<file path="config.mk">
export PLATFORM = sky130hd
export DESIGN_NAME = flm_top
export DESIGN_NICKNAME = d
export VERILOG_FILES = /design/src/core/flm_pkg.sv /design/src/core/flm_top.sv
export SDC_FILE = /design/constraint.sdc
export NUM_CORES = 1
export LEC_CHECK = 0
export ABC_CLOCK_PERIOD_IN_PS = 5750
export BUFFER_PORTS_ARGS = -buffer_cell sky130_fd_sc_hd__buf_2
export CAP_MARGIN = 30
export CELL_PAD_IN_SITES_DETAIL_PLACEMENT = 2
export CELL_PAD_IN_SITES_GLOBAL_PLACEMENT = 2
export CORE_UTILIZATION = 37
export DETAILED_ROUTE_END_ITERATION = 12
export MAX_ROUTING_LAYER = met4
export PLACE_DENSITY_LB_ADDON = 0.1
export SYNTH_ARGS = -nofsm -noshare
export SYNTH_HDL_FRONTEND = slang
export SYNTH_SLANG_ARGS = --single-unit
</file>
<file path="constraint.sdc">
create_clock -name pclk -period 5.75 [get_ports pclk]
set_clock_uncertainty 0.1 [all_clocks]
set_input_delay 0.575 -clock pclk [delete_from_list [all_inputs] [get_ports pclk]]
set_output_delay 0.575 -clock pclk [all_outputs]
set_load 0.005 [all_outputs]
</file>
<file path="src/core/flm_pkg.sv">
// Purpose: shared constants for the frequency-locked loop monitor
// Assumes: 32-bit apb, one aligned word per register
// Notes: offsets are byte addresses
package flm_pkg;
  localparam int ADDR_W = 8;
  localparam int COARSE_W = 6;
  localparam int FINE_W = 10;
  localparam int MUL_W = 16;
  localparam int CNT_W = 18;
  localparam int STAT_W = 5;

  // register offsets
  localparam logic [ADDR_W-1:0] OFF_CTRL = 8'h00;
  localparam logic [ADDR_W-1:0] OFF_MUL = 8'h04;
  localparam logic [ADDR_W-1:0] OFF_VAL = 8'h08;
  localparam logic [ADDR_W-1:0] OFF_STATUS = 8'h0c;
  localparam logic [ADDR_W-1:0] OFF_INTFLAG = 8'h10;
  localparam logic [ADDR_W-1:0] OFF_INTMASK = 8'h14;

  // control bit positions
  localparam int CTRL_ENABLE = 0;
  localparam int CTRL_CLOSED = 1;
  localparam int CTRL_STABLE = 2;

  // value register layout
  localparam int VAL_FINE_LSB = 0;
  localparam int VAL_COARSE_LSB = 10;
  localparam int VAL_DIFF_LSB = 16;

  // status, flag and mask layout
  localparam int ST_READY = 0;
  localparam int ST_COARSE_LOCK = 1;
  localparam int ST_FINE_LOCK = 2;
  localparam int ST_OOB = 3;
  localparam int ST_REF_STOP = 4;

  // reset values
  localparam logic [2:0] CTRL_RST = 3'h0;
  localparam logic [MUL_W-1:0] MUL_RST = 16'h05b8;
  localparam logic [COARSE_W-1:0] COARSE_RST = 6'h1f;
  localparam logic [FINE_W-1:0] FINE_RST = 10'h200;
  localparam logic [STAT_W-1:0] MASK_RST = 5'h00;

  // tuning limits in tuning steps, tolerances in output-clock counts
  localparam logic [COARSE_W-1:0] COARSE_MAX = 6'h3f;
  localparam logic [FINE_W-1:0] FINE_MAX = 10'h3ff;
  localparam logic [18:0] COARSE_TOL = 19'h00020;
  localparam logic [18:0] FINE_TOL = 19'h00001;

  // reference stop limit: twice the largest multiplier, in output edges
  localparam logic [MUL_W-1:0] MAX_MUL = 16'hffff;
  localparam logic [CNT_W-1:0] REF_STOP_LIMIT = {1'b0, MAX_MUL, 1'b0};
  localparam logic [2:0] READY_EDGES = 3'h7;

  typedef enum logic [2:0] {
    LS_OPEN = 3'b001,
    LS_COARSE = 3'b010,
    LS_FINE = 3'b100
  } flm_state_t;
endpackage

</file>
<file path="src/core/flm_top.sv">
// Purpose: closed-loop tuning and monitoring of a frequency-locked oscillator
// Assumes: both clock inputs are sampled synchronously on pclk
// Notes: tuning values drive the oscillator; apb slave answers with one wait-free access
//
// How it works
// RULE1 - closed loop first steps coarse tuning quickly toward the target ratio
// RULE2 - coarse stage done sets the coarse lock flag in power_clock_status
// RULE3 - after coarse lock, fine tuning steps until the ratio is very close
// RULE4 - fine stage done sets the fine lock flag in power_clock_status
// RULE5 - lock flag setting raises interrupt when its enable bit is one
// RULE6 - ready flag marks the output clock usable; lock flags tell accuracy
// RULE7 - each reference period measures the ratio, stores difference from multiplier
// RULE8 - with hold clear, fine tuning tracks drift every measurement, locks kept
// RULE9 - fine tuning overflow or underflow in closed loop sets out-of-bounds flag
// RULE10 - system must supply a stable external reference clock for closed loop
// RULE11 - reference stopped flag sets when reference is slower than out/(2*max)
// RULE12 - stop detection takes about two to the seventeen output cycles
// RULE13 - stopped reference freezes tuning as open loop, resumes on restart
// RULE14 - with hold set, fine tuning stays fixed after fine lock
//
// The APB register port and the placing of the registers are this design's own decisions.
`timescale 1ns/1ps
module flm_top (
  input wire logic pclk,
  input wire logic presetn,
  input wire logic clk_en,
  input wire logic psel,
  input wire logic penable,
  input wire logic pwrite,
  input wire logic [flm_pkg::ADDR_W-1:0] paddr,
  input wire logic [31:0] pwdata,
  output logic [31:0] prdata,
  output logic pready,
  output logic pslverr,
  input wire logic loop_reference_clock,
  input wire logic loop_osc_clock_out,
  output logic [flm_pkg::COARSE_W-1:0] coarse_tune_value,
  output logic [flm_pkg::FINE_W-1:0] fine_tune_value,
  output logic loop_osc_ready_flag,
  output logic irq
);
  import flm_pkg::*;

  flm_state_t state;
  logic [2:0] ctrl;
  logic [MUL_W-1:0] multiply_ratio;
  logic [15:0] ratio_difference;
  logic [STAT_W-1:0] int_flag;
  logic [STAT_W-1:0] int_mask;
  logic [STAT_W-1:0] stat_q;
  logic coarse_lock_flag;
  logic fine_lock_flag;
  logic tune_out_of_bounds_flag;
  logic ref_clock_stopped_flag;
  logic ref_q;
  logic osc_q;
  logic armed;
  logic [CNT_W-1:0] osc_cnt;
  logic [2:0] ready_cnt;

  // bus decode
  wire setup = psel & ~penable;
  wire done = psel & penable & pready;
  wire wr_done = done & pwrite;
  wire hit_ctrl = paddr == OFF_CTRL;
  wire hit_mul = paddr == OFF_MUL;
  wire hit_val = paddr == OFF_VAL;
  wire hit_stat = paddr == OFF_STATUS;
  wire hit_flag = paddr == OFF_INTFLAG;
  wire hit_mask = paddr == OFF_INTMASK;
  wire mapped = hit_ctrl | hit_mul | hit_val | hit_stat | hit_flag | hit_mask;

  // control fields
  wire loop_enable = ctrl[CTRL_ENABLE];
  wire closed_req = ctrl[CTRL_CLOSED] & loop_enable;
  wire stable_freq_hold = ctrl[CTRL_STABLE];
  wire tuning_live = closed_req & ~ref_clock_stopped_flag; // see RULE13

  // edge detection on the sampled clock inputs
  wire ref_rise = loop_reference_clock & ~ref_q;
  wire osc_rise = loop_osc_clock_out & ~osc_q;
  wire ref_stop = osc_cnt >= REF_STOP_LIMIT; // see RULE11 see RULE12
  wire meas_valid = ref_rise & armed & tuning_live; // see RULE7

  // ratio error: positive means output too fast
  wire signed [18:0] err = $signed({1'b0, osc_cnt}) - $signed({3'b000, multiply_ratio});
  wire [18:0] err_mag = err[18] ? 19'(-err) : 19'(err);
  wire too_slow = err[18];
  wire err_zero = err == 19'sh0;
  wire [15:0] diff_sat = (err > 19'sh07fff) ? 16'h7fff :
                         (err < -19'sh08000) ? 16'h8000 : err[15:0];

  // tuning limit checks
  wire coarse_at_lim = too_slow ? (coarse_tune_value == COARSE_MAX)
                                : (coarse_tune_value == '0);
  wire fine_at_lim = too_slow ? (fine_tune_value == FINE_MAX) : (fine_tune_value == '0);
  wire coarse_done = (err_mag <= COARSE_TOL) | coarse_at_lim;
  wire fine_close = err_mag <= FINE_TOL;
  wire fine_frozen = fine_lock_flag & stable_freq_hold; // see RULE14
  wire fine_step = ~err_zero & ~fine_frozen & ~fine_at_lim;
  wire [COARSE_W-1:0] coarse_next = too_slow ? coarse_tune_value + 6'h01
                                             : coarse_tune_value - 6'h01;
  wire [FINE_W-1:0] fine_next = too_slow ? fine_tune_value + 10'h001
                                         : fine_tune_value - 10'h001;

  // status vector, events and interrupt flags
  wire [STAT_W-1:0] stat_now = {ref_clock_stopped_flag, tune_out_of_bounds_flag,
                                fine_lock_flag, coarse_lock_flag, loop_osc_ready_flag};
  wire [STAT_W-1:0] events = stat_now & ~stat_q;
  wire [STAT_W-1:0] rd_clr = (done & ~pwrite & hit_flag) ? prdata[STAT_W-1:0] : '0;
  wire [STAT_W-1:0] next_int_flag = (int_flag & ~rd_clr) | events;
  wire next_irq = |(next_int_flag & int_mask); // see RULE5

  // read mux
  wire [31:0] rd_data = hit_ctrl ? {29'h0, ctrl} :
                        hit_mul ? {16'h0, multiply_ratio} :
                        hit_val ? {ratio_difference, coarse_tune_value, fine_tune_value} :
                        hit_stat ? {27'h0, stat_now} :
                        hit_flag ? {27'h0, int_flag} :
                        hit_mask ? {27'h0, int_mask} : 32'h0;

  // apb answer, one cycle after setup
  always_ff @(posedge pclk or negedge presetn) begin
    if (!presetn) begin
      pready <= 1'b0;
      pslverr <= 1'b0;
      prdata <= 32'h0;
    end else if (clk_en) begin
      pready <= setup;
      pslverr <= setup & ~mapped;
      if (setup) begin
        prdata <= pwrite ? 32'h0 : rd_data;
      end
    end
  end

  // software-written configuration
  always_ff @(posedge pclk or negedge presetn) begin
    if (!presetn) begin
      ctrl <= CTRL_RST;
      multiply_ratio <= MUL_RST;
      int_mask <= MASK_RST;
    end else if (clk_en && wr_done) begin
      if (hit_ctrl) begin
        ctrl <= pwdata[2:0];
      end
      if (hit_mul) begin
        multiply_ratio <= pwdata[MUL_W-1:0];
      end
      if (hit_mask) begin
        int_mask <= pwdata[STAT_W-1:0]; // see RULE5
      end
    end
  end

  // sticky flags, set beats read clear
  always_ff @(posedge pclk or negedge presetn) begin
    if (!presetn) begin
      int_flag <= '0;
      stat_q <= '0;
      irq <= 1'b0;
    end else if (clk_en) begin
      int_flag <= next_int_flag;
      stat_q <= stat_now;
      irq <= next_irq; // see RULE5
    end
  end

  // input sampling and ratio counter
  always_ff @(posedge pclk or negedge presetn) begin
    if (!presetn) begin
      ref_q <= 1'b0;
      osc_q <= 1'b0;
      osc_cnt <= '0;
      armed <= 1'b0;
    end else if (clk_en) begin
      ref_q <= loop_reference_clock;
      osc_q <= loop_osc_clock_out;
      if (!closed_req) begin
        osc_cnt <= '0;
        armed <= 1'b0;
      end else if (ref_rise) begin
        osc_cnt <= '0; // see RULE7
        armed <= 1'b1;
      end else if (ref_stop) begin
        armed <= 1'b0; // first edge after restart only restarts counting
      end else if (osc_rise) begin
        osc_cnt <= osc_cnt + 18'h00001;
      end
    end
  end

  // reference stop flag, cleared by the next reference edge
  always_ff @(posedge pclk or negedge presetn) begin
    if (!presetn) begin
      ref_clock_stopped_flag <= 1'b0;
    end else if (clk_en) begin
      if (!closed_req || ref_rise) begin
        ref_clock_stopped_flag <= 1'b0; // see RULE13
      end else if (ref_stop) begin
        ref_clock_stopped_flag <= 1'b1; // see RULE11
      end
    end
  end

  // ready once the oscillator is enabled and toggling
  always_ff @(posedge pclk or negedge presetn) begin
    if (!presetn) begin
      ready_cnt <= '0;
      loop_osc_ready_flag <= 1'b0;
    end else if (clk_en) begin
      if (!loop_enable) begin
        ready_cnt <= '0;
        loop_osc_ready_flag <= 1'b0;
      end else if (osc_rise && ready_cnt != READY_EDGES) begin
        ready_cnt <= ready_cnt + 3'h1;
      end else if (ready_cnt == READY_EDGES) begin
        loop_osc_ready_flag <= 1'b1; // see RULE6
      end
    end
  end

  // measured difference from the programmed multiplier
  always_ff @(posedge pclk or negedge presetn) begin
    if (!presetn) begin
      ratio_difference <= 16'h0;
    end else if (clk_en && meas_valid) begin
      ratio_difference <= diff_sat; // see RULE7
    end
  end

  // lock sequencer state
  always_ff @(posedge pclk or negedge presetn) begin
    if (!presetn) begin
      state <= LS_OPEN;
    end else if (clk_en) begin
      unique case (state)
        LS_OPEN: begin
          if (closed_req) begin
            state <= LS_COARSE;
          end
        end
        LS_COARSE: begin
          if (!closed_req) begin
            state <= LS_OPEN;
          end else if (meas_valid && coarse_done) begin
            state <= LS_FINE; // see RULE3
          end
        end
        LS_FINE: begin
          if (!closed_req) begin
            state <= LS_OPEN;
          end
        end
        default: begin
          state <= LS_OPEN;
        end
      endcase
    end
  end

  // lock and bound flags
  always_ff @(posedge pclk or negedge presetn) begin
    if (!presetn) begin
      coarse_lock_flag <= 1'b0;
      fine_lock_flag <= 1'b0;
      tune_out_of_bounds_flag <= 1'b0;
    end else if (clk_en) begin
      if (!closed_req) begin
        coarse_lock_flag <= 1'b0;
        fine_lock_flag <= 1'b0;
        tune_out_of_bounds_flag <= 1'b0;
      end else if (meas_valid) begin
        if (state == LS_COARSE && coarse_done) begin
          coarse_lock_flag <= 1'b1; // see RULE2
        end
        if (state == LS_FINE && fine_close) begin
          fine_lock_flag <= 1'b1; // see RULE4 see RULE8
        end
        if (state == LS_FINE && !err_zero && !fine_frozen && fine_at_lim) begin
          tune_out_of_bounds_flag <= 1'b1; // see RULE9
        end
      end
    end
  end

  // tuning values: software owns them in open loop, the loop otherwise
  always_ff @(posedge pclk or negedge presetn) begin
    if (!presetn) begin
      coarse_tune_value <= COARSE_RST;
      fine_tune_value <= FINE_RST;
    end else if (clk_en) begin
      if (!closed_req && wr_done && hit_val) begin
        coarse_tune_value <= pwdata[VAL_COARSE_LSB +: COARSE_W];
        fine_tune_value <= pwdata[VAL_FINE_LSB +: FINE_W];
      end else if (meas_valid && state == LS_COARSE && !coarse_done) begin
        coarse_tune_value <= coarse_next; // see RULE1
      end else if (meas_valid && state == LS_FINE && fine_step) begin
        fine_tune_value <= fine_next; // see RULE3 see RULE8
      end
    end
  end
endmodule

</file>
Word level (Yosys, flattened, before mapping)
Index checks and enable logic that the tools add are counted.

storage, ports and cells
  flip-flop bits (word level) = 133
  bits of input ports = 48
  output and inout port bits = 52
  logic and storage cells = 190

operators by class
  $add $sub $neg = 8
  $lt $le $gt $ge = 5
  equality and inequality tests = 26
  multiplexer cells = 48
  bitwise gates (word level) = 37
  reduce and logical (&&, ||, !) cells = 43

operators with widths
  kind                     number
  $mux W32                 4
  $mux W18                 4
  $mux W10                 4
  $mux W16                 2
  $mux W5                  4
  $gt A19 B16 Y1 const B   1
  $le A19 B1 Y1 const B    1
  $le A19 B6 Y1 const B    1
  $logic_not A19 Y1        1
  $lt A19 B16 Y1 const B   1
  $mux W1                  19
  $mux W19                 1
  $neg A19 Y19             1
  $sub A18 B16 Y19         1
  $add A18 B1 Y18 const B  1
  $ge A18 B17 Y1 const B   1
  $mux W3                  6
  $mux W6                  3
  $reduce_and A3 Y1        6
  $and A1 B1 Y1            16
  $eq A8 B4 Y1 const B     2
  $eq A8 B5 Y1 const B     2
  $reduce_and A2 Y1        8
  $and A5 B5 Y5            3
  other kinds (29)         74

Longest topological paths before layout
  word-level depth = 10
  depth in mapped cells = 22
  gate-level depth less buffers = 21

Least setup slack after synthesis
No wires, ideal clock.

  path kind = reg-to-reg
  start point = register osc_cnt[0]
  end point = register fine_tune_value[9] in the netlist's numbering
  arrival time = 4283 ps
  required time = 5572 ps
  path slack = 1290 ps
  stages on the path, launching flop included = 23
  period minus slack after synthesis = 4460 ps
  cells stage by stage = dfrtp_1 > inv_1 > ha_1 > inv_1 > fa_1 > a211oi_1 > o31ai_1 > a21oi_1 > o21a_1 > inv_1 > buf_1 > ha_1 > a21o_1 > a21oi_1 > o21bai_1 > a21oi_1 > o21bai_1 > a21oi_1 > o21ai_0 > xnor2_1 > nor3_1 > a21oi_1 > o22ai_1

on the way
  cells in the longest elaborated chain, start to end = 9
  elaborated cells between the ends (all ways) = 22
  classes of those cells = add/sub (2); order compare (1); eq/ne (1); mux (7); bitwise (5); reduce/logical (6)

ends and longest elaborated chain
  element                             RTL line        text
  start: declaration                  flm_top.sv:58   logic [CNT_W-1:0] osc_cnt;
  start signal: assignment            flm_top.sv:188  osc_cnt <= osc_cnt + 18'h00001;
  $sub A18 B16 Y19 (*)                flm_top.sv:86   wire signed [18:0] err = $signed({1'b0, osc_cnt}) - $signed({3'b000, multiply_ratio});
  $neg A19 Y19                        flm_top.sv:87   wire [18:0] err_mag = err[18] ? 19'(-err) : 19'(err);
  $mux W19                            flm_top.sv:87
  $le A19 B6 Y1                       flm_top.sv:97   wire coarse_done = (err_mag <= COARSE_TOL) | coarse_at_lim;
  $or A1 B1 Y1                        flm_top.sv:97
  $logic_not A1 Y1                    flm_top.sv:296  end else if (meas_valid && state == LS_COARSE && !coarse_done) begin
  $logic_and A1 B1 Y1                 flm_top.sv:296
  $ne A2 B2 Y1 (no source line)       --
  $reduce_and A3 Y1 (no source line)  --
  end signal: assignment              flm_top.sv:295  fine_tune_value <= pwdata[VAL_FINE_LSB +: FINE_W];
  end signal: assignment              flm_top.sv:299  fine_tune_value <= fine_next;
  end: declaration                    flm_top.sv:38   output logic [flm_pkg::FINE_W-1:0] fine_tune_value,

Every way passes the cells marked *; elsewhere a longest branch is shown, timed or not. The select of a mux whose other input is x is not followed.
A chain may end at the register's enable or synchronous reset.

Worst setup path in the final report
Ends and elaborated chain as after synthesis.

==> impl_results.md <==
- Req. time, crit path: 5.97 ns
- Tmin final: 5.27 ns
- Synth warn: 0
- Area Growth Syn to Fin: 15.9%
- Grt ovf: 0
- Wire per inst: 22.2 microns
- Number of remaining DRC errors: 0
- Seq/Total Area, Yosys: ~40%
- Root buf cell: clkbuf_16
- Count of flip-flops with a built-in enable after synthesis: 0
- Critical path type: reg2reg
- PD cells: 239 nW/um^2
- Chip width: 152 microns
- Die area: 23000 sq um
- Mean Syn Cell Area: 9.28 sq um
- Gr usage total: 26.0%
- Post_cts resized: 0
- Remaining antenna violation count after routing: 0
- R2r worst-path depth: 21
- Slew headroom: 34.3%
- Setup tns final: 0 ns
- Post-Syn Instances: 893
- Layout cells sized above 1: 21.1%
- Status: finished clean
- Num CTS Buffers: 17
- Inserted Diodes: 0
- Post-DR vias/cell: 5.78
- Number of global-route vias before repair: 7875
- Die height: 152 microns
- Worst-skew pair later-pin latency: between 0.4 and 0.5 ns
- Final Setup Violations: 0
- Leakage: approximately 4.4 nW
- Routed WL: 28000 microns
- Routability cong.: 0.842
- Number of antenna violations at the first check in global routing: 0
- Setup bufs post-CTS: 0
- Final instance area: around 9600 sq um
- Top_reg_cell synth: dfrtp_1
- Area of the mapped netlist: 8290 sq um
- DP Area: 8990 sq um
- Final HPWL DP: 20900 microns
- Critical Path AT: 5.49 ns
- Critical path cell sequence: inv_1, ha_1, inv_1, fa_1, a211oi_1, o31ai_1, a21oi_1, o21a_1, inv_1, buf_4, ha_1, inv_1, o21bai_1, a21oi_1, o21bai_1, a21oi_1, o21ai_0, xnor2_1, nor3_1, a21oi_1, o22ai_1
- Post-synthesis register bit count: 133
- RSZ-0062 raised after global routing: false
- Largest net degree at the start of global routing: 53
- Initial Utilization: 37.8%
- Mapped Nets: 978
- Largest fanout on the critical path: 24
- Hold_buf cts: 0
- Layout Nets: 1054
- Worst vdd ir: 0.163 mV
- Crit-path slowest cell: o21a_1
- Tcrit/Tclk final: 91.6%
- CTS tree: yes
- Sink Count: roughly 130
- H-tree depth: 4
- CORE AREA: roughly 22000 sq um
- F_max: between 150 and 200 MHz
- Worst hold path type: in2async
- First-pass DRT Iterations: 5
- Row Count: 54
- Worst setup EP type: flop
- Max-Cap Viols: 0
- Initial drt markers: 289
- Worst slew pin tran: 0.982 ns
- Max-slew violations: 0
- Clock Path Buffers: 2
- Port bufs: 83
- Via count: 7299
- Final hold vios: 0
- Io pins: 100
- Synth cell types: between 80 and 90
- FILL cells: about 2400
- Reg clk slew, reported paths: roughly 0.070 ns
- Worst path max stage delay: approximately 0.53 ns
- Worst Setup Start Kind: flop
- FFs w/ async S/R, synth: 100%
- Global-route wire length before repair: between 40000 and 50000 microns
## report_power, final
group	leakage (nW)	internal, W	switching (W)
Clock	0.289	0.000690	0.000454
Combinational	2.39	0.0000673	0.000131
Sequential	1.76	0.000947	0.00000931
Total	4.44	0.00170	0.000595
## worst max-delay path, delay by kind of cell (launching register included)
family                     cells  cell delay (ns)
DFF                            1             0.44
buffers and inverters          5             0.84
xor gates and xnor gates       1             0.22
and+or+nand+nor                1             0.07
AOI/OAI and AO/OA             11             2.52
adders and majority gates      3             0.97
## per-layer routing
metal / vias up / share of wire (%) / track usage, %
met5: - / 0 / -
met4: 0 / 1.5 / 6.83
met3: 18 / 2.0 / 3.14
met2: 114 / 51 / 44.1
met1: 3764 / 45 / 32.7
li1: 3403 / - / -
## state kept, by name, indices dropped and copies added (netlist names), 5 cells and up
| register | count |
|---|---|
| coarse_tune_value | 6 |
| fine_tune_value | 10 |
| int_flag | 5 |
| int_mask | 5 |
| multiply_ratio | 16 |
| osc_cnt | 18 |
| prdata | 32 |
| ratio_difference | 16 |
| stat_q | 5 |
## cells in the final DEF, fill, tap and decap left out, types with 7 or more instances in the layout
| master | n |
|---|---|
| xnor2_1 | 19 |
| nor4_1 | 9 |
| dfrtp_1 | 120 |
| ha_1 | 34 |
| mux2_2 | 32 |
| a31oi_1 | 9 |
| buf_2 | 82 |
| or3_1 | 8 |
| nand4_1 | 11 |
| nor2b_1 | 9 |
| a21o_1 | 12 |
| and2_1 | 8 |
| buf_4 | 14 |
| clkbuf_16 | 17 |
| inv_1 | 44 |
| xor2_1 | 19 |
| nand2_1 | 88 |
| o22ai_1 | 10 |
| nor3_1 | 17 |
| a211oi_1 | 9 |
| a21oi_1 | 57 |
| nand3_1 | 29 |
| mux2i_1 | 11 |
| a22oi_1 | 13 |
| dfstp_2 | 13 |
| o21ai_0 | 58 |
| o21ai_1 | 11 |
| and3_1 | 7 |
| a22o_1 | 22 |
| nor2_1 | 70 |
## layout make-up
| type | instances | area, sq um | share of cell area, % |
|---|---|---|---|
| inverters | 44 | 165 | 1.72 |
| clock inverters | 13 | 171 | 1.79 |
| clock buffers | 19 | 433 | 4.51 |
| repair buffers | 96 | 515 | 5.37 |
| flip-flops and latches | 133 | 3340 | 34.8 |
| multi-input cells | 677 | 4620 | 48.1 |
| well taps | 280 | 350 | 3.65 |
## metrics by stage
step | util, % | power, W | instances | worst slack (ns) | hold slack (ns)
2_1_floorplan | - | 0.00108 | 893 | 1.29 | 0.179
3_3_place_gp | 41.1 | 0.00116 | 1229 | 0.934 | 0.369
3_5_place_dp | 41.1 | 0.00117 | 1229 | 0.599 | 0.376
4_1_cts | 43.8 | 0.00232 | 1261 | 0.539 | 0.0223
5_1_grt | 43.9 | 0.00237 | 1262 | 0.183 | 0.0380
6_report | 43.9 | 0.00230 | 1262 | 0.484 | 0.0204
## synthesized netlist by cell type (all sizes together), types with 9 or more instances
library cell	instances	share of area [%]
a211oi	9	0.82
a21o	12	1.1
a21oi	60	3.9
a22o	22	2.3
a22oi	13	1.2
a31oi	9	0.68
and2	9	0.68
buf	9	0.56
clkbuf	30	1.4
dfrtp	120	36
dfstp	13	4.1
ha	34	5.1
inv	44	2.0
mux2	36	5.1
mux2i	11	1.3
nand2	88	4.0
nand3	29	1.8
nand4	11	0.83
nor2	70	3.2
nor2b	9	0.68
nor3	18	1.1
nor4	12	1.1
o21ai	71	4.5
o22ai	11	0.91
xnor2	21	2.4
xor2	19	2.0
## path summary, 6_finish.rpt
check	start	end	slack, ns
hold reg to reg	ratio_difference[1]$_DFFE_PN0P_	ratio_difference[1]$_DFFE_PN0P_	0.39
max in group asynchronous	presetn	osc_cnt[7]$_DFFE_PN0P_	4.42
setup reg to reg	osc_cnt[0]$_DFFE_PN0P_	fine_tune_value[9]$_DFFE_PN1P_	0.48
min in group pclk	pwdata[9]	multiply_ratio[9]$_DFFE_PN0P_	0.31
hold / removal	presetn	prdata[30]$_DFFE_PN0P_	0.02
setup / recovery	osc_cnt[0]$_DFFE_PN0P_	fine_tune_value[9]$_DFFE_PN1P_	0.48
## cells by family after synthesis
logic type                 Yosys count  synth area share, %
AOI/OAI and AO/OA                  266                 22.1
and+or+nand+nor                    287                 17.0
adders and majority gates           37                 5.86
buffers and inverters               83                 3.91
muxes                               47                 6.40
xor gates and xnor gates            40                 4.41
DFF                                133                 40.4
Power figures use the tool's default switching activity.
